File: src/clksup_pkg.sv
// shared constants of the clock supervisor and reset controller
package clksup_pkg;
  // =========================================================
  // clock and timing
  localparam int PCLK_PERIOD_NS = 10;
  localparam int PCLK_MHZ = 100;
  // lowest legal crystal frequency, in kHz
  localparam int XTAL_LOW_KHZ = 1500;
  // highest legal crystal frequency, in MHz
  localparam int XTAL_HIGH_MHZ = 50;
  // longest legal crystal period in pclk cycles, rounded down
  localparam int XTAL_SLOW_CYC = (1000000 / XTAL_LOW_KHZ) / PCLK_PERIOD_NS;
  // shortest legal crystal period in pclk cycles
  localparam int XTAL_FAST_CYC = (1000 / XTAL_HIGH_MHZ) / PCLK_PERIOD_NS;
  // internal fallback oscillator, nominal MHz
  localparam int LIMP_MHZ = 10;
  localparam int LIMP_DIV = PCLK_MHZ / LIMP_MHZ;
  // glitch filter minimum widths, ns; cycles round up
  localparam int RST_FILT_NS = 20;
  localparam int TEST_FILT_NS = 10;
  localparam int RST_FILT_CYC = (RST_FILT_NS + PCLK_PERIOD_NS - 1) / PCLK_PERIOD_NS;
  localparam int TEST_FILT_CYC = (TEST_FILT_NS + PCLK_PERIOD_NS - 1) / PCLK_PERIOD_NS;
  // reset stretch and pin release counts
  localparam logic [10:0] POR_STRETCH_OSC = 11'd1048;
  localparam logic [10:0] TX_RELEASE_OSC = 11'd1024;
  localparam logic [10:0] WARM_STRETCH_PERIPHERAL_BUS_CLOCK = 11'd8;
  // =========================================================
  // register byte offsets
  localparam logic [11:0] CLK_DIV_OFS = 12'h000;
  localparam logic [11:0] EXTERNAL_CLOCK_OUT_PRE_OFS = 12'h004;
  localparam logic [11:0] FLASH_RD_OFS = 12'h008;
  localparam logic [11:0] STATUS_OFS = 12'h00c;
  localparam logic [11:0] IRQ_STAT_OFS = 12'h010;
  localparam logic [11:0] IRQ_CLR_OFS = 12'h014;
  localparam logic [11:0] IRQ_EN_OFS = 12'h018;
  localparam logic [11:0] RST_CTRL_OFS = 12'h01c;
  // =========================================================
  // field positions and reset values
  localparam int VBUS_DIV_LSB = 16;
  localparam int VBUS_DIV_MSB = 19;
  localparam int EXTERNAL_CLOCK_OUT_PRE_MSB = 15;
  localparam int FLASH_MODE_MSB = 2;
  localparam int ST_FAIL_BIT = 0;
  localparam int ST_LIMP_BIT = 1;
  localparam int ST_MFG_BIT = 2;
  localparam int ST_IORUN_BIT = 3;
  localparam int EV_FAIL_BIT = 0;
  localparam int EV_WARM_BIT = 1;
  localparam int EV_MFG_BIT = 2;
  localparam int EV_BITS = 3;
  localparam int SW_RST_BIT = 0;
  localparam logic [31:0] CLK_DIV_RST = 32'h0000_0000;
  localparam logic [31:0] EXTERNAL_CLOCK_OUT_PRE_RST = 32'h0000_0000;
  localparam logic [31:0] FLASH_RD_RST = 32'h0000_0000;
  localparam logic [EV_BITS-1:0] IRQ_EN_RST = 3'h0;
  // =========================================================
  // reset sequencer states
  typedef enum logic [1:0] {
    SEQ_POR,
    SEQ_POR_STRETCH,
    SEQ_RUN,
    SEQ_WARM_HOLD
  } seq_state_t;
endpackage

File: src/pin_filter_if.sv
// carrier between a reset pin glitch filter and its user
`timescale 1ns/100ps
interface pin_filter_if;
  logic raw;
  logic clean;
  logic fell;
  modport filt (input raw, output clean, output fell);
  modport user (output raw, input clean, input fell);
endinterface // pin_filter_if

File: src/pin_glitch_filter.sv
// glitch filter for a slow control pin: accepts a level held FILT_CYC cycles
`timescale 1ns/100ps
module pin_glitch_filter #(
  parameter int FILT_CYC = 2,
  parameter logic RST_LEVEL = 1'b0
) (
  input wire logic pclk,
  input wire logic presetn,
  pin_filter_if.filt pin
);
  logic clean_reg;
  logic [3:0] run_reg;
  logic [3:0] run_next;
  logic differs;
  logic accept;

  // =========================================================
  // run length of the level that differs from the output
  assign differs = pin.raw != clean_reg;
  assign accept = differs && (run_reg == 4'(FILT_CYC - 1));
  assign run_next = (differs && !accept) ? run_reg + 4'h1 : 4'h0;
  assign pin.clean = clean_reg;
  assign pin.fell = accept && !pin.raw;

  // any return to the old level restarts the count, so short pulses vanish
  always_ff @(posedge pclk or negedge presetn) begin
    if (!presetn) begin
      clean_reg <= RST_LEVEL;
      run_reg <= 4'h0;
    end else begin
      run_reg <= run_next;
      if (accept) begin
        clean_reg <= pin.raw;
      end
    end
  end
endmodule // pin_glitch_filter

File: src/clock_supervisor.sv
// clock supervisor, reset sequencer, pin release and clock dividers on APB
//
// Overview of operation
// - out-of-window crystal sets fail flag, limp mode
// - fail flag and limp latch until power-on
// - warm reset held 1048 oscillator cycles after power-on
// - other resets hold warm reset 8 bus cycles
// - power-on pin filters pulses below 20 ns
// - warm reset pin filters pulses below 20 ns
// - other pins high impedance through power-on reset
// - bus transmit pins drive high by 1024 cycles
// - bus transmit enables drive high at release
// - input pulls off during power-on, then default
// - reset and test pin pulls always active
// - test pin filters pulses below 10 ns
// - external clock is bus clock divided by N
// - bus clock divider ratio 1 to 16
// - external clock phases each about half period
`timescale 1ns/100ps
module clock_supervisor (
  input wire logic pclk,
  input wire logic presetn,
  input wire logic psel,
  input wire logic penable,
  input wire logic pwrite,
  input wire logic [11:0] paddr,
  input wire logic [31:0] pwdata,
  output logic [31:0] prdata,
  output logic pready,
  output logic pslverr,
  input wire logic crystal_input,
  input wire logic power_on_reset_n,
  input wire logic warm_reset_n,
  input wire logic factory_test_pin,
  output logic crystal_fail_flag,
  output logic limp_mode,
  output logic peripheral_bus_clock,
  output logic external_clock_out,
  output logic [2:0] flash_read_mode,
  output logic warm_reset_out,
  output logic warm_reset_oe,
  output logic warm_domain_reset_n,
  output logic io_release,
  output logic vehicle_bus_tx_a,
  output logic vehicle_bus_tx_a_oe,
  output logic vehicle_bus_tx_b,
  output logic vehicle_bus_tx_b_oe,
  output logic vehicle_bus_tx_enable_a,
  output logic vehicle_bus_tx_enable_a_oe,
  output logic vehicle_bus_tx_enable_b,
  output logic vehicle_bus_tx_enable_b_oe,
  output logic pull_enable,
  output logic reset_pin_pull_enable,
  output logic factory_test_mode,
  output logic irq
);
  // =========================================================
  // declarations
  localparam int EB = clksup_pkg::EV_BITS;
  clksup_pkg::seq_state_t state_reg;
  clksup_pkg::seq_state_t state_next;
  logic [31:0] clk_div_reg;
  logic [31:0] external_clock_out_pre_reg;
  logic [31:0] flash_rd_reg;
  logic [EB-1:0] irq_stat_reg;
  logic [EB-1:0] irq_en_reg;
  logic [31:0] prdata_reg;
  logic fail_reg;
  logic limp_reg;
  logic xtal_reg;
  logic [6:0] mon_reg;
  logic [3:0] limp_div_reg;
  logic [10:0] seq_cnt_reg;
  logic [10:0] seq_cnt_next;
  logic [10:0] tx_cnt_reg;
  logic io_run_reg;
  logic [3:0] vbus_cnt_reg;
  logic vbus_clk_reg;
  logic [20:0] external_clock_out_cnt_reg;
  logic external_clock_out_reg;
  logic sw_rst_reg;
  pin_filter_if por_pin ();
  pin_filter_if warm_pin ();
  pin_filter_if test_pin ();

  // ceiling of half a period, shared by both dividers
  function automatic logic [20:0] half_up(input logic [20:0] period);
    half_up = (period >> 1) + {20'h0, period[0]};
  endfunction

  // =========================================================
  // pin glitch filters
  assign por_pin.raw = power_on_reset_n;
  assign warm_pin.raw = warm_reset_n;
  assign test_pin.raw = factory_test_pin;
  pin_glitch_filter #(.FILT_CYC(clksup_pkg::RST_FILT_CYC), .RST_LEVEL(1'b0)) u_por_filt (
    .pclk(pclk),
    .presetn(presetn),
    .pin(por_pin)
  );
  pin_glitch_filter #(.FILT_CYC(clksup_pkg::RST_FILT_CYC), .RST_LEVEL(1'b1)) u_warm_filt (
    .pclk(pclk),
    .presetn(presetn),
    .pin(warm_pin)
  );
  pin_glitch_filter #(.FILT_CYC(clksup_pkg::TEST_FILT_CYC), .RST_LEVEL(1'b0)) u_test_filt (
    .pclk(pclk),
    .presetn(presetn),
    .pin(test_pin)
  );

  // =========================================================
  // crystal monitor and oscillator tick
  logic por_active;
  logic xtal_rise;
  logic mon_live;
  logic too_fast;
  logic too_slow;
  logic limp_tick;
  logic osc_tick;
  assign por_active = !por_pin.clean;
  assign xtal_rise = crystal_input && !xtal_reg;
  assign mon_live = !por_active && !fail_reg;
  assign too_fast = xtal_rise && (mon_reg < 7'(clksup_pkg::XTAL_FAST_CYC));
  assign too_slow = mon_reg > 7'(clksup_pkg::XTAL_SLOW_CYC);
  assign limp_tick = limp_div_reg == 4'(clksup_pkg::LIMP_DIV - 1);
  // oscillator cycles come from the crystal until limp mode takes over
  assign osc_tick = limp_reg ? limp_tick : xtal_rise;

  // pclk cycles since the last crystal rise, saturating above the slow limit
  always_ff @(posedge pclk or negedge presetn) begin
    if (!presetn) begin
      xtal_reg <= 1'b0;
      mon_reg <= 7'h1;
      limp_div_reg <= 4'h0;
    end else begin
      xtal_reg <= crystal_input;
      limp_div_reg <= limp_tick ? 4'h0 : limp_div_reg + 4'h1;
      // park at the fast limit while idle, so the first rise after release is not too fast
      if (!mon_live) begin
        mon_reg <= 7'(clksup_pkg::XTAL_FAST_CYC);
      end else if (xtal_rise) begin
        mon_reg <= 7'h1;
      end else if (!too_slow) begin
        mon_reg <= mon_reg + 7'h1;
      end
    end
  end

  // sticky fail, cleared only by power-on
  always_ff @(posedge pclk or negedge presetn) begin
    if (!presetn) begin
      fail_reg <= 1'b0;
      limp_reg <= 1'b0;
    end else if (por_active) begin
      fail_reg <= 1'b0;
      limp_reg <= 1'b0;
    end else if (mon_live && (too_fast || too_slow)) begin
      fail_reg <= 1'b1;
      limp_reg <= 1'b1;
    end
  end

  // =========================================================
  // reset sequencer
  logic warm_src;
  logic vbus_tick;
  assign warm_src = !warm_pin.clean || sw_rst_reg;

  always_comb begin
    state_next = state_reg;
    seq_cnt_next = seq_cnt_reg;
    unique case (state_reg)
      clksup_pkg::SEQ_POR: begin
        seq_cnt_next = 11'h0;
        if (!por_active) begin
          state_next = clksup_pkg::SEQ_POR_STRETCH;
        end
      end
      clksup_pkg::SEQ_POR_STRETCH: begin
        if (osc_tick) begin
          seq_cnt_next = seq_cnt_reg + 11'h1;
        end
        if (seq_cnt_reg == clksup_pkg::POR_STRETCH_OSC) begin
          state_next = clksup_pkg::SEQ_RUN;
        end
      end
      clksup_pkg::SEQ_RUN: begin
        seq_cnt_next = 11'h0;
        if (warm_src) begin
          state_next = clksup_pkg::SEQ_WARM_HOLD;
        end
      end
      clksup_pkg::SEQ_WARM_HOLD: begin
        // one extra tick so the first, partial bus cycle is not counted
        if (warm_src) begin
          seq_cnt_next = 11'h0;
        end else if (vbus_tick) begin
          seq_cnt_next = seq_cnt_reg + 11'h1;
        end
        if (!warm_src && seq_cnt_reg == clksup_pkg::WARM_STRETCH_PERIPHERAL_BUS_CLOCK + 11'h1) begin
          state_next = clksup_pkg::SEQ_RUN;
        end
      end
    endcase
    if (por_active) begin
      state_next = clksup_pkg::SEQ_POR;
      seq_cnt_next = 11'h0;
    end
  end

  always_ff @(posedge pclk or negedge presetn) begin
    if (!presetn) begin
      state_reg <= clksup_pkg::SEQ_POR;
      seq_cnt_reg <= 11'h0;
    end else begin
      state_reg <= state_next;
      seq_cnt_reg <= seq_cnt_next;
    end
  end

  // oscillator cycles since power-on release, saturating
  always_ff @(posedge pclk or negedge presetn) begin
    if (!presetn) begin
      tx_cnt_reg <= 11'h0;
      io_run_reg <= 1'b0;
    end else if (por_active) begin
      tx_cnt_reg <= 11'h0;
      io_run_reg <= 1'b0;
    end else begin
      if (osc_tick && tx_cnt_reg != clksup_pkg::TX_RELEASE_OSC) begin
        tx_cnt_reg <= tx_cnt_reg + 11'h1;
      end
      if (state_reg == clksup_pkg::SEQ_RUN) begin
        io_run_reg <= 1'b1;
      end
    end
  end

  // =========================================================
  // pins
  assign warm_reset_out = 1'b0;
  // warm pin pulled low in every state but run
  assign warm_reset_oe = state_reg != clksup_pkg::SEQ_RUN;
  assign warm_domain_reset_n = state_reg == clksup_pkg::SEQ_RUN;
  // other pins stay held until the stretch is over
  assign io_release = io_run_reg && !por_active;
  assign vehicle_bus_tx_a = 1'b1;
  assign vehicle_bus_tx_b = 1'b1;
  // transmit data drives once the count is reached
  assign vehicle_bus_tx_a_oe = !por_active && tx_cnt_reg == clksup_pkg::TX_RELEASE_OSC; // count clears late
  assign vehicle_bus_tx_b_oe = !por_active && tx_cnt_reg == clksup_pkg::TX_RELEASE_OSC;
  assign vehicle_bus_tx_enable_a = 1'b1;
  assign vehicle_bus_tx_enable_b = 1'b1;
  // enables follow the filtered power-on level directly
  assign vehicle_bus_tx_enable_a_oe = !por_active;
  assign vehicle_bus_tx_enable_b_oe = !por_active;
  assign pull_enable = !por_active;
  // reset and test pin pulls never switch off
  assign reset_pin_pull_enable = 1'b1;
  assign factory_test_mode = test_pin.clean;
  assign crystal_fail_flag = fail_reg;
  assign limp_mode = limp_reg;

  // =========================================================
  // clock dividers
  logic [3:0] vbus_div;
  logic [20:0] vbus_ratio;
  logic [20:0] external_clock_out_period;
  logic external_clock_out_wrap;
  assign vbus_div = clk_div_reg[clksup_pkg::VBUS_DIV_MSB:clksup_pkg::VBUS_DIV_LSB];
  assign vbus_ratio = {17'h0, vbus_div} + 21'h1;
  assign vbus_tick = vbus_cnt_reg == vbus_div;
  // period of the external clock is the bus ratio times N
  assign external_clock_out_period = 21'(vbus_ratio * ({5'h0, external_clock_out_pre_reg[clksup_pkg::EXTERNAL_CLOCK_OUT_PRE_MSB:0]}
                       + 21'h1));
  assign external_clock_out_wrap = external_clock_out_cnt_reg >= external_clock_out_period - 21'h1;
  assign peripheral_bus_clock = vbus_clk_reg;
  assign external_clock_out = external_clock_out_reg;
  assign flash_read_mode = flash_rd_reg[clksup_pkg::FLASH_MODE_MSB:0];

  // both outputs high for the lower half of their count
  always_ff @(posedge pclk or negedge presetn) begin
    if (!presetn) begin
      vbus_cnt_reg <= 4'h0;
      vbus_clk_reg <= 1'b0;
      external_clock_out_cnt_reg <= 21'h0;
      external_clock_out_reg <= 1'b0;
    end else begin
      vbus_cnt_reg <= vbus_tick ? 4'h0 : vbus_cnt_reg + 4'h1;
      vbus_clk_reg <= {17'h0, vbus_cnt_reg} < half_up(vbus_ratio);
      external_clock_out_cnt_reg <= external_clock_out_wrap ? 21'h0 : external_clock_out_cnt_reg + 21'h1;
      external_clock_out_reg <= external_clock_out_cnt_reg < half_up(external_clock_out_period);
    end
  end

  // =========================================================
  // APB slave, zero wait states
  logic setup;
  logic wr;
  logic hit;
  logic [EB-1:0] events;
  logic [31:0] rd_mux;
  logic test_prev_reg;
  logic fail_prev_reg;
  assign setup = psel && !penable;
  assign wr = psel && penable && pwrite;
  assign hit = paddr[11:5] == 7'h0 && paddr[1:0] == 2'h0;
  assign pready = 1'b1;
  assign pslverr = psel && penable && !hit;
  assign prdata = prdata_reg;
  assign irq = |(irq_stat_reg & irq_en_reg);
  assign events = {test_pin.clean && !test_prev_reg, warm_pin.fell, fail_reg && !fail_prev_reg};

  // previous levels for the event edges; reset values match the filter and flag resets
  always_ff @(posedge pclk or negedge presetn) begin
    if (!presetn) begin
      test_prev_reg <= 1'b0;
      fail_prev_reg <= 1'b0;
    end else begin
      test_prev_reg <= test_pin.clean;
      fail_prev_reg <= fail_reg;
    end
  end

  always_comb begin
    rd_mux = 32'h0;
    unique case (paddr)
      clksup_pkg::CLK_DIV_OFS: rd_mux = clk_div_reg;
      clksup_pkg::EXTERNAL_CLOCK_OUT_PRE_OFS: rd_mux = external_clock_out_pre_reg;
      clksup_pkg::FLASH_RD_OFS: rd_mux = flash_rd_reg;
      clksup_pkg::STATUS_OFS: rd_mux = {28'h0, io_run_reg, test_pin.clean, limp_reg, fail_reg};
      clksup_pkg::IRQ_STAT_OFS: rd_mux = {29'h0, irq_stat_reg};
      clksup_pkg::IRQ_EN_OFS: rd_mux = {29'h0, irq_en_reg};
      default: rd_mux = 32'h0;
    endcase
  end

  // write data lands at the access edge; read data is caught at setup
  always_ff @(posedge pclk or negedge presetn) begin
    if (!presetn) begin
      clk_div_reg <= clksup_pkg::CLK_DIV_RST;
      external_clock_out_pre_reg <= clksup_pkg::EXTERNAL_CLOCK_OUT_PRE_RST;
      flash_rd_reg <= clksup_pkg::FLASH_RD_RST;
      irq_en_reg <= clksup_pkg::IRQ_EN_RST;
      prdata_reg <= 32'h0;
      sw_rst_reg <= 1'b0;
    end else begin
      sw_rst_reg <= wr && paddr == clksup_pkg::RST_CTRL_OFS && pwdata[clksup_pkg::SW_RST_BIT];
      if (setup) begin
        prdata_reg <= rd_mux;
      end
      if (wr && paddr == clksup_pkg::CLK_DIV_OFS) begin
        clk_div_reg <= {12'h0, pwdata[clksup_pkg::VBUS_DIV_MSB:clksup_pkg::VBUS_DIV_LSB], 16'h0};
      end
      if (wr && paddr == clksup_pkg::EXTERNAL_CLOCK_OUT_PRE_OFS) begin
        external_clock_out_pre_reg <= {16'h0, pwdata[clksup_pkg::EXTERNAL_CLOCK_OUT_PRE_MSB:0]};
      end
      if (wr && paddr == clksup_pkg::FLASH_RD_OFS) begin
        flash_rd_reg <= {29'h0, pwdata[clksup_pkg::FLASH_MODE_MSB:0]};
      end
      if (wr && paddr == clksup_pkg::IRQ_EN_OFS) begin
        irq_en_reg <= pwdata[EB-1:0];
      end
    end
  end

  // sticky events; a new event wins over a clear in the same cycle
  always_ff @(posedge pclk or negedge presetn) begin
    if (!presetn) begin
      irq_stat_reg <= 3'h0;
    end else if (wr && paddr == clksup_pkg::IRQ_CLR_OFS) begin
      irq_stat_reg <= (irq_stat_reg & ~pwdata[EB-1:0]) | events;
    end else begin
      irq_stat_reg <= irq_stat_reg | events;
    end
  end

  // =========================================================
  // checks
  logic [10:0] por_osc_seen;
  always_ff @(posedge pclk or negedge presetn) begin
    if (!presetn) begin
      por_osc_seen <= 11'h0;
    end else if (state_reg != clksup_pkg::SEQ_POR_STRETCH) begin
      por_osc_seen <= 11'h0;
    end else if (osc_tick) begin
      por_osc_seen <= por_osc_seen + 11'h1;
    end
  end
endmodule // clock_supervisor

File: config.mk
export PLATFORM = sky130hd
export DESIGN_NAME = clock_supervisor
export DESIGN_NICKNAME = d
export VERILOG_FILES = /design/src/clksup_pkg.sv /design/src/pin_filter_if.sv /design/src/pin_glitch_filter.sv /design/src/clock_supervisor.sv
export SDC_FILE = /design/constraint.sdc
export NUM_CORES = 1
export LEC_CHECK = 0
export BUFFER_PORTS_ARGS = -buffer_cell sky130_fd_sc_hd__buf_2
export CELL_PAD_IN_SITES_DETAIL_PLACEMENT = 0
export CELL_PAD_IN_SITES_GLOBAL_PLACEMENT = 1
export CORE_AREA = 5 5 150 259
export CTS_CLUSTER_SIZE = 20
export DETAILED_ROUTE_END_ITERATION = 16
export DIE_AREA = 0 0 155 264
export GPL_ROUTABILITY_DRIVEN = 0
export PLACE_DENSITY = 0.66
export SYNTH_ARGS = -nofsm -noshare
export SYNTH_HDL_FRONTEND = slang
export SYNTH_SLANG_ARGS = --single-unit
File: constraint.sdc
create_clock -name pclk -period 9.6 [get_ports pclk]
set_input_delay 1.92 -clock pclk [delete_from_list [all_inputs] [get_ports pclk]]
set_output_delay 1.92 -clock pclk [all_outputs]
set_load 0.02 [all_outputs]
==> summary.md, run 1 <==
| Metric | Value |
|---|---|
| Status | `finished clean` |
| I/O pin cnt | `110` |
| Critical path origin | `clk_div_reg[16]$_DFFE_PN0P_` |
| Worst vdd ir | `between 100 and 150 µV` |
| Commonest non-fill, non-tap cell in the layout | `nor2_1` |
| WL/cell | `roughly 15 µm` |
| Endpoint class of the critical path | `register` |
| GRT overflow | `0` |
| Number of distinct library cells after synthesis | `76` |
| HP Class | `register to register` |
| Clock sinks | `132` |
| Setup bufs post-CTS | `0` |
| Clock transition at path regs | `0.06 ns` |
| Non-Filler Instances | `1715` |
| Tot GR Track Use | `12.99%` |
| Pwr dens | `134.6 mW/mm²` |
| Dpl hpwl | `20.07 mm` |
| Ys flop type | `dfrtp_1` |
| Via Count | `between 8000 and 9000` |
| Max Cap Viol | `0` |
| Post-Syn Area | `approximately 0.011 mm²` |
| Worst-Skew Late Latency | `0.44 ns` |
| CTS root buf | `clkbuf_16` |
| Ratio of cells with drive above 1 in the final layout | `15.73%` |
| HP Start | `test_prev_reg$_DFF_PN0_` |
| Die Wd | `155 µm` |
| Nets | `around 1400` |
| Initial Utilization | `between 20% and 30%` |
| Die H | `264 µm` |
| EDFF count, synth | `0` |
| First-pass GRT wire length | `43.48 mm` |
| Setup TNS | `0 ns` |
| Vias per cell | `roughly 4.8` |
| Core ar. | `0.03665 mm²` |
| Max reg flops | `21` |
| Post-Place Worst Slack | `1.835 ns` |
| Port bufs | `78` |
| CTS buffer count | `17` |
| Final min period | `7.655 ns` |
| Post-Syn Instances | `1154` |
| Worst R2R Start | `clk_div_reg[16]$_DFFE_PN0P_` |
| Max Fclk | `0.1306 GHz` |
| Ant diodes | `0` |
| Final worst slack | `1.945 ns` |
| Synth warnings | `0` |
| DRC Markers | `0` |
| Leakage dissipation | `5.718 nW` |
| Total die area | `~0.041 mm²` |
| Commonest cells after routing, fill and taps aside | `nor2_1, dfrtp_1, ha_1` |
| Final Cycle Share | `between 70% and 80%` |
| H-tree Lvls | `4` |
| Worst-Margin Slew | `0.8557 ns` |
| Hold-fix buffer count after cts | `0` |
| Clock Skews | `a little over 0.01 ns` |
| Number of synthesized register bits | `132` |
| Relative slew slack | `between 40% and 50%` |
| Unrepaired setup endpoints after global routing | `no` |
| Vias in the first global route | `8726` |
| Highest net fanout along the worst path | `21` |
| Fin. Hold Viols | `0` |
| Antenna-violating nets left | `0` |
| Hold WS | `~0.42 ns` |
| Crit path launch type | `register` |
| CTS tree | `done` |
| Ys async rst share | `100.0%` |
| Initial drt markers | `311` |
| Critical Path RT | `9.95 ns` |
| Antenna violations before repair | `0` |
| Max Root-Sink Buffers | `2` |
| # placed instances | `1683` |
| Slew Viols, Final | `0` |
| Largest net degree at the start of global routing | `69` |
| DRT Pass-1 Iters | `4` |
| Endpoints failing setup | `0` |
| Post-CTS Resized | `0` |
| Total Wirelength | `around 25 mm` |
| Area Growth Syn to Fin | `13.22%` |
| Row count | `93` |
| Critical path class | `register to register` |
| Crit path arrival time | `8.00 ns` |
| Post-Syn Area per Cell | `9.310 µm²` |
| Register area share after synthesis | `30.77%` |
[final timing paths]
kind | endpoint | slack, ns | depth (start not counted)
max in group asynchronous | vbus_cnt_reg[3]$_DFF_PN0_ | 6.79 | 2
worst max-delay path | external_clock_out_cnt_reg[0]$_DFF_PN0_ | 1.95 | 23
worst min register to register | irq_stat_reg[2]$_DFF_PN0_ | 0.42 | 1
min in group asynchronous | prdata[14]$_DFFE_PN0P_ | 1.49 | 1
worst min-delay path | irq_stat_reg[2]$_DFF_PN0_ | 0.42 | 1
worst max register to register | external_clock_out_cnt_reg[0]$_DFF_PN0_ | 1.95 | 23
[cells by family (layout without fill, tap and decap cells)]
kind of cell,count (synthesis),count (layout),synth area share (%)
AOI/OAI and AO/OA,144,144,9.491
xor gates and xnor gates,125,125,10.61
adders and majority gates,138,138,19.15
buffers and inverters,123,192,5.171
DFF,132,132,30.77
muxes,37,37,3.796
other,2,19,0.06990
and+or+nand+nor,453,453,20.95
[routing by layer]
metal | global-route usage (%) | part of all wire [%] | up-vias
met5 | 0 | 0 | -
met4 | 4.085 | 1.4 | 0
met3 | 1.901 | 2.1 | 20
met2 | 25.90 | 58 | 113
met1 | 13.58 | 38 | 4008
li1 | - | - | 4027
[cell type report]
class	count	area [µm²]
fill	3840	24490
multi-input combinational	916	6947
sequential	132	3306
tap	475	594.3
timing repair buffer	88	471.7
clock buffer	18	439.2
inverter	72	270.3
clock inverter	14	136.4
[where the power goes]
| group | switching (mW) | internal, mW | total, mW |
|---|---|---|---|
| Clock | 0.301 | 0.350 | 0.651 |
| Sequential | 0.0701 | 0.604 | 0.674 |
| Combinational | 0.174 | 0.138 | 0.313 |
| Total | 0.545 | 1.09 | 1.64 |
[through the flow]
| stage | area [µm²] | utilization (%) | power [mW] |
|---|---|---|---|
| after floorplan | 10810 | - | 0.9066 |
| after global placement | 11590 | 31.62 | 0.9914 |
| after detailed placement | 11590 | 31.62 | 1.003 |
| after CTS | 12160 | 33.19 | 1.671 |
| after global routing | 12160 | 33.19 | 1.748 |
| final | 12160 | 33.19 | 1.637 |
[Yosys cell counts (23+ instances only)]
cell type    n  area [µm²]
fa_1        44       880.8
nor2_1     153       574.3
xor2_1      53       464.2
xnor2_1     66       578.1
inv_1       72       270.3
dfrtp_1    130        3253
nand3_1     44       220.2
o21ai_0     29       145.1
nand2_1     91       341.6
ha_1        94        1176
a21oi_1     25       125.1
mux2_2      30       337.8
buf_4       23       172.7
[critical path: stages, from the launching register on]
cell and delay (ns):
dfrtp_1 0.77, ha_1 0.30, nand3_1 0.08, buf_4 0.22, or2_2 0.31, fa_1 0.51
fa_1 0.52, fa_1 0.54, inv_1 0.04, ha_1 0.25, a211oi_1 0.40, o21ai_2 0.21
xor2_2 0.24, nor4_4 0.32, nand4_1 0.20, nor3_1 0.38, nand3_1 0.21, nor3b_1 0.26
xnor2_1 0.16, ha_1 0.28, a21o_1 0.16, a21oi_1 0.20, o31a_1 0.73, nor3b_1 0.27
Note: power is estimated with default switching activity, not from simulation.
==> run 2: changes to the inputs <==
- ABC_AREA: default -> 1
- CORE_AREA: 5 5 150 259 -> 5 5 154 267
- DIE_AREA: 0 0 155 264 -> 0 0 159 272
- PLACE_DENSITY: 0.66 -> 0.68
- clock period: 9.6 -> 7.4 ns (I/O delays scaled with it)
==> summary.md, run 2 <==
| Metric | Value |
|---|---|
| Area leader, netlist | `dfrtp_1` |
| Pwr dens | `180.4 mW/mm² (+34%)` |
| DRC Markers | `0 (unchanged)` |
| Total power | `2.364 mW (+44%)` |
| Leakage dissipation | `6.684 nW (+17%)` |
| Ant diodes | `0 (unchanged)` |
| Port bufs | `78 (unchanged)` |
| Clock Skews | `0.007104 ns (-0.003255 ns)` |
| EDFF count, synth | `0 (unchanged)` |
| CTS tree | `done` |
| Die Wd | `159 µm (+2.6%)` |
| Crit-path slowest cell | `fa_1` |
| Final Cycle Share | `90.71% (+11 points)` |
| Worst R2R Start | `external_clock_out_pre_reg[0]$_DFFE_PN0P_` |
| Initial Utilization | `29.64% (+0.33 points)` |
| Vias per cell | `4.700 (-1.3%)` |
| Worst-Skew Late Latency | `0.44 ns (about the same)` |
| Crit path launch type | `register` |
| Synth cell count leaders | `nand2_1, inv_1, nor2_1` |
| First-pass GRT wire length | `52.01 mm (+20%)` |
| Worst-Margin Slew | `1.006 ns (+0.1500 ns)` |
| Relative slew slack | `32.24% (-11 points)` |
| Synth area leaders | `dfrtp_1, nand2_1, ha_1` |
| Clock transition at path regs | `0.07 ns (about the same)` |
| Internal power | `1.545 mW (+42%)` |
| Logic gate share of total power | `24.1% (+5.0 points)` |
| Antenna violations before repair | `0 (unchanged)` |
| Status | `finished clean` |
| GRT overflow | `0 (unchanged)` |
| Critical Path RT | `7.71 ns (-2.24 ns)` |
| Clock sinks | `132 (unchanged)` |
| Initial drt markers | `324 (+4.2%)` |
| Sequential share of power | `36.8% (-4.4 points)` |
| Area Growth Syn to Fin | `13.99%` |
| HP Start | `fail_prev_reg$_DFF_PN0_` |
| Total Wirelength | `30.97 mm (+23%)` |
| Fin. Hold Viols | `0 (unchanged)` |
| Nets | `1828 (+29%)` |
| Ratio of cells with drive above 1 in the final layout | `12.73% (-3.0 points)` |
| Vias in the first global route | `10587 (+21%)` |
| Post-Syn Instances | `1551 (+34%)` |
| Psw | `0.8188 mW (+50%)` |
| Commonest cells after routing, fill and taps aside | `nand2_1, inv_1, nor2_1` |
| Ys flop type | `dfrtp_1` |
| HP Class | `register to register` |
| Worst r2r path cells | `36 (+57%)` |
| Die H | `272 µm (+3.0%)` |
| Endpoint class of the critical path | `register` |
| Number of distinct library cells after synthesis | `48 (-37%)` |
| Total die area | `0.04325 mm² (+5.7%)` |
| R2r endpoint | `external_clock_out_cnt_reg[4]$_DFF_PN0_` |
| Post-Syn Area | `0.01150 mm² (+7.0%)` |
| Buf/Inv on CP | `6 (+4)` |
| Post-Place Worst Slack | `0.3872 ns (-1.448 ns)` |
| Dpl hpwl | `25.60 mm (+28%)` |
| I/O pin cnt | `110 (unchanged)` |
| DRT Pass-1 Iters | `4 (unchanged)` |
| Via Count | `10058 (+23%)` |
| Final min period | `6.713 ns (-0.9423 ns)` |
| Worst vdd ir | `173.0 µV (+23%)` |
| Largest net degree at the start of global routing | `73 (+5.8%)` |
| Reg-to-reg slack, setup | `0.69 ns (-1.26 ns)` |
| Critical path class | `register to register` |
| Count leader, synth | `nand2_1` |
| Synth warnings | `0 (unchanged)` |
| Highest net fanout along the worst path | `21 (unchanged)` |
| Max Cap Viol | `0 (unchanged)` |
| Final worst slack | `0.6875 ns (-1.258 ns)` |
| CP delay by family, top | `simple AND/OR/NAND/NOR gates` |
| H-tree Lvls | `4 (unchanged)` |
| Core ar. | `0.03880 mm² (+5.8%)` |
| Post-Syn Area per Cell | `7.414 µm² (-20%)` |
| Number of synthesized register bits | `132 (unchanged)` |
| Worst hold endpoint | `irq_stat_reg[0]$_DFF_PN0_` |
| Most frequent CP cell | `nand2_1` |
| Row count | `96 (+3.2%)` |
| Max reg flops | `21 (unchanged)` |
| WL/cell | `14.47 µm (-1.6%)` |
| CTS buffer count | `17 (unchanged)` |
| Tot GR Track Use | `14.62% (+1.6 points)` |
| Clock power frac | `39.1% (-0.6 points)` |
| Crit path arrival time | `7.02 ns (-0.98 ns)` |
| Antenna-violating nets left | `0 (unchanged)` |
| Hold depth | `1 (unchanged)` |
| Hold-fix buffer count after cts | `0 (unchanged)` |
| Max Fclk | `0.1490 GHz (+14%)` |
| Commonest non-fill, non-tap cell in the layout | `nand2_1` |
| Largest stage delay, worst path | `0.55 ns (-0.22 ns)` |
| Endpoints failing setup | `0 (unchanged)` |
| Slew Viols, Final | `0 (unchanged)` |
| Synth top area share | `28.29% (-2.0 points)` |
| CTS root buf | `clkbuf_16` |
| Ys async rst share | `100.0% (unchanged)` |
| Register area share after synthesis | `28.75% (-2.0 points)` |
| Sw frac | `34.63% (+1.3 points)` |
| Max Root-Sink Buffers | `2 (unchanged)` |
[run 2: cells by family after synthesis]
family / count (synthesis) / share of synthesized area, %
AOI/OAI and AO/OA: 152 / 7.519
DFF: 132 / 28.75
adders and majority gates: 138 / 17.89
buffers and inverters: 267 / 9.489
muxes: 15 / 1.469
other: 2 / 0.06531
and+or+nand+nor: 782 / 30.02
xor gates and xnor gates: 63 / 4.799
[run 2: worst max path at each step]
stage                                                          from                                        to  slack (ns)  cells past startpoint
final                     external_clock_out_pre_reg[0]$_DFFE_PN0P_   external_clock_out_cnt_reg[4]$_DFF_PN0_        0.69                     36
after global routing      external_clock_out_pre_reg[0]$_DFFE_PN0P_   external_clock_out_cnt_reg[4]$_DFF_PN0_     -0.0002                     36
after CTS                 external_clock_out_pre_reg[0]$_DFFE_PN0P_   external_clock_out_cnt_reg[4]$_DFF_PN0_        0.38                     36
after detailed placement  external_clock_out_pre_reg[0]$_DFFE_PN0P_   external_clock_out_cnt_reg[4]$_DFF_PN0_        0.39                     36
after global placement    external_clock_out_pre_reg[0]$_DFFE_PN0P_   external_clock_out_cnt_reg[4]$_DFF_PN0_        0.54                     36
after floorplan           external_clock_out_pre_reg[0]$_DFFE_PN0P_  external_clock_out_cnt_reg[11]$_DFF_PN0_        1.40                     36
[run 2: per-layer routing]
layer	share of wire, %	GRT usage (%)
met1	38	14.74
met2	57	29.73
met3	2.4	2.059
met4	2.9	5.347
met5	0	0
[run 2: repair_timing]
| action | 4_1_cts | 5_1_grt |
|---|---|---|
| endpoints found under the setup margin | 0 | 22 |
| gates resized for setup | 0 | 6 |
| buffers inserted | 0 | 0 |
[run 2: layout make-up]
cell class              count  area [µm²]
clock inverters            14       191.4
clock buffers              18       439.2
multi-input cells        1169        7194
inverters                 224       840.8
well taps                 490       613.1
repair buffers             93       521.8
fillers                  4213       25690
flip-flops and latches    132        3307
[run 2: power by group through the flow]
stage / clock network, mW / registers (mW) / logic [mW]
final: 0.924 / 0.870 / 0.570
after global routing: 0.980 / 0.884 / 0.658
after CTS: 0.951 / 0.872 / 0.586
after detailed placement: 0 / 0.885 / 0.583
after global placement: 0 / 0.885 / 0.569
after floorplan: 0 / 0.878 / 0.376
[run 2: per-stage QoR]
stage	utilization (%)	hold WS [ns]	TNS, ns	cells	cell area, µm²
2_1_floorplan	-	0.3996	0	1568	11560
3_3_place_gp	32.08	0.4089	0	2108	12450
3_5_place_dp	32.08	0.4189	0	2108	12450
4_1_cts	33.71	0.4202	0	2140	13080
5_1_grt	33.78	0.4226	-0.0002247	2140	13110
6_report	33.78	0.4178	0	2140	13110
==> run 3: changes to the inputs <==
- ABC_AREA: 1 -> default
- CORE_AREA: 5 5 154 267 -> 5 5 150 259
- DIE_AREA: 0 0 159 272 -> 0 0 155 264
- PLACE_DENSITY: 0.68 -> 0.66
==> summary.md, run 3 (same netlist as run 1, synthesis figures left out) <==
| Metric | Value |
|---|---|
| Total die area | `0.04092 mm² (-5.4%)` |
| H-tree Lvls | `4 (unchanged)` |
| Initial drt markers | `343 (+5.9%)` |
| DRC Markers | `0 (unchanged)` |
| Worst-Margin Slew | `0.9496 ns (-0.05610 ns)` |
| Leakage dissipation | `5.869 nW (-12%)` |
| Clock sinks | `132 (unchanged)` |
| Clock transition at path regs | `0.07 ns (about the same)` |
| HP Class | `register to register` |
| First-pass GRT wire length | `43.15 mm (-17%)` |
| CTS root buf | `clkbuf_16` |
| Dpl hpwl | `20.28 mm (-21%)` |
| I/O pin cnt | `110 (unchanged)` |
| Core ar. | `0.03665 mm² (-5.5%)` |
| Critical Path RT | `7.76 ns (+0.05 ns)` |
| Seq. cell area | `0.003306 mm² (about the same)` |
| Ratio of cells with drive above 1 in the final layout | `17.33% (+4.6 points)` |
| Endpoint class of the critical path | `register` |
| Commonest non-fill, non-tap cell in the layout | `nor2_1` |
| WL/cell | `14.68 µm (+1.4%)` |
| Status | `finished clean` |
| Initial Utilization | `29.31% (-0.33 points)` |
| Die Wd | `155 µm (-2.5%)` |
| Critical path class | `register to register` |
| M1 GR Usage | `13.11% (-1.6 points)` |
| Crit-path slowest cell | `fa_1` |
| Unrepaired setup endpoints after global routing | `no` |
| Psw | `0.6918 mW (-16%)` |
| Total Wirelength | `25.44 mm (-18%)` |
| Hold depth | `1 (unchanged)` |
| Ant diodes | `0 (unchanged)` |
| Fillers | `3813 (-9.5%)` |
| Highest net fanout along the worst path | `21 (unchanged)` |
| Crit path launch type | `register` |
| Commonest cells after routing, fill and taps aside | `nor2_1, dfrtp_1, ha_1` |
| Hold WS | `0.4299 ns (+0.01211 ns)` |
| M2 GR Usage | `26.09% (-3.6 points)` |
| Crit-path cells | `ha_1 -> xnor2_1 -> or2_2 -> fa_1 -> fa_1 -> fa_1 -> inv_1 -> ha_1 -> nor2b_1 -> o31ai_1 -> a211oi_1 -> or2_1 -> o22a_1 -> xnor2_2 -> nand3_1 -> nor3b_1 -> xnor2_1 -> ha_1 -> a21o_1 -> a21oi_1 -> o31a_1 -> buf_12 -> nor3b_1` |
| Vias in the first global route | `8752 (-17%)` |
| Worst-Skew Late Latency | `0.45 ns (about the same)` |
| Relative slew slack | `36.69% (+4.4 points)` |
| Worst r2r path cells | `23 (-36%)` |
| CTS buffer count | `17 (unchanged)` |
| Antenna-violating nets left | `0 (unchanged)` |
| Non-Filler Instances | `1733 (-19%)` |
| Crit path arrival time | `7.26 ns (+0.24 ns)` |
| Max Cap Viol | `0 (unchanged)` |
| Worst vdd ir | `186.6 µV (+7.9%)` |
| Fin. Hold Viols | `0 (unchanged)` |
| Largest net degree at the start of global routing | `74 (+1.4%)` |
| Most used routing layer | `met2` |
| Area Growth Syn to Fin | `15.72%` |
| Internal power | `1.571 mW (+1.7%)` |
| Max Root-Sink Buffers | `2 (unchanged)` |
| Hold-fix buffer count after cts | `0 (unchanged)` |
| Met3 Usage GRT | `2.082% (+0.023 points)` |
| Setup TNS | `0 ns (unchanged)` |
| Row count | `93 (-3.1%)` |
| Antenna violations before repair | `0 (unchanged)` |
| # placed instances | `1701 (-19%)` |
| Max reg flops | `21 (unchanged)` |
| Largest stage delay, worst path | `0.55 ns (about the same)` |
| Sw frac | `30.57% (-4.1 points)` |
| Logic gate share of total power | `17.7% (-6.4 points)` |
| Final min period | `6.902 ns (+0.1899 ns)` |
| DRT Pass-1 Iters | `4 (unchanged)` |
| GRT overflow | `0 (unchanged)` |
| Multi-input gate area in the final layout | `0.006978 mm² (-3.0%)` |
| Die H | `264 µm (-2.9%)` |
| Setup bufs post-CTS | `0 (unchanged)` |
| Tot GR Track Use | `12.98% (-1.6 points)` |
| Slew Viols, Final | `0 (unchanged)` |
| Vias per cell | `4.692 (-0.17%)` |
| Pwr dens | `182.0 mW/mm² (+0.91%)` |
| Endpoints failing setup | `0 (unchanged)` |
| Clock Skews | `0.007054 ns (-0.00004943 ns)` |
| Port bufs | `78 (unchanged)` |
| Clock power frac | `43.6% (+4.5 points)` |
| Max Fclk | `0.1449 GHz (-2.8%)` |
| Via Count | `8131 (-19%)` |
| Nets | `1436 (-21%)` |
| CTS tree | `done` |
| Sequential share of power | `38.7% (+1.9 points)` |
| Final Cycle Share | `93.28% (+2.6 points)` |
[run 3: stage by stage]
step           power, mW  setup slack [ns]  area (µm²)  utilization (%)
4_1_cts            2.298            0.2840       12400            33.84
2_1_floorplan      1.176            0.8482       10810                -
3_3_place_gp       1.290            0.3878       11740            32.02
5_1_grt            2.390           0.06490       12430            33.92
3_5_place_dp       1.300            0.3323       11740            32.02
6_report           2.263            0.4976       12430            33.92
[run 3: final timing paths]
kind                                                           start  slack [ns]                                        to
hold reg to reg                              fail_prev_reg$_DFF_PN0_        0.43                 irq_stat_reg[0]$_DFF_PN0_
setup / recovery           external_clock_out_pre_reg[1]$_DFFE_PN0P_        0.50  external_clock_out_cnt_reg[17]$_DFF_PN0_
max in group asynchronous                                    presetn        5.03                 tx_cnt_reg[8]$_DFFE_PN0P_
hold / removal                               fail_prev_reg$_DFF_PN0_        0.43                 irq_stat_reg[0]$_DFF_PN0_
setup reg to reg           external_clock_out_pre_reg[1]$_DFFE_PN0P_        0.50  external_clock_out_cnt_reg[17]$_DFF_PN0_
min in group asynchronous                                    presetn        1.00                     prdata[8]$_DFFE_PN0P_
[run 3: final cells by class]
cell class	instances	area share [%]
well taps	475	4.780
clock inverters	15	1.932
clock buffers	17	3.422
flip-flops and latches	132	26.59
inverters	72	2.174
multi-input cells	916	56.12
repair buffers	106	4.981
[run 3: critical path: cells and delay by family, from the launching register on]
kind                     cells  cell delay, ns
adder cells (fa/ha/maj)      6            2.36
buffers and inverters        2            0.21
XOR/XNOR                     3            0.97
flip-flops                   1            0.43
AO/OA/AOI/OAI                6            1.47
AND/OR/NAND/NOR              6            1.38
[run 3: power by group through the flow]
stage	Clock [mW]	Sequential (mW)	Combinational, mW
floorplan	0	0.859	0.317
global placement	0	0.888	0.402
detailed placement	0	0.889	0.412
CTS	1.01	0.877	0.412
global route	1.04	0.888	0.465
finish	0.987	0.875	0.401
[run 3: timing repair]
action	in CTS	in global routing
endpoints found under the setup margin	0	21
hold endpoints to repair	0	0
gates resized for setup	0	5
[run 3: metal layers]
layer / routed length, µm / vias to the layer above / share of wire [%]
li1: - / 4056 / -
met1: 9488 / 3943 / 37
met2: 14860 / 110 / 58
met3: 642 / 22 / 2.5
met4: 447 / 0 / 1.8
met5: 0 / - / 0
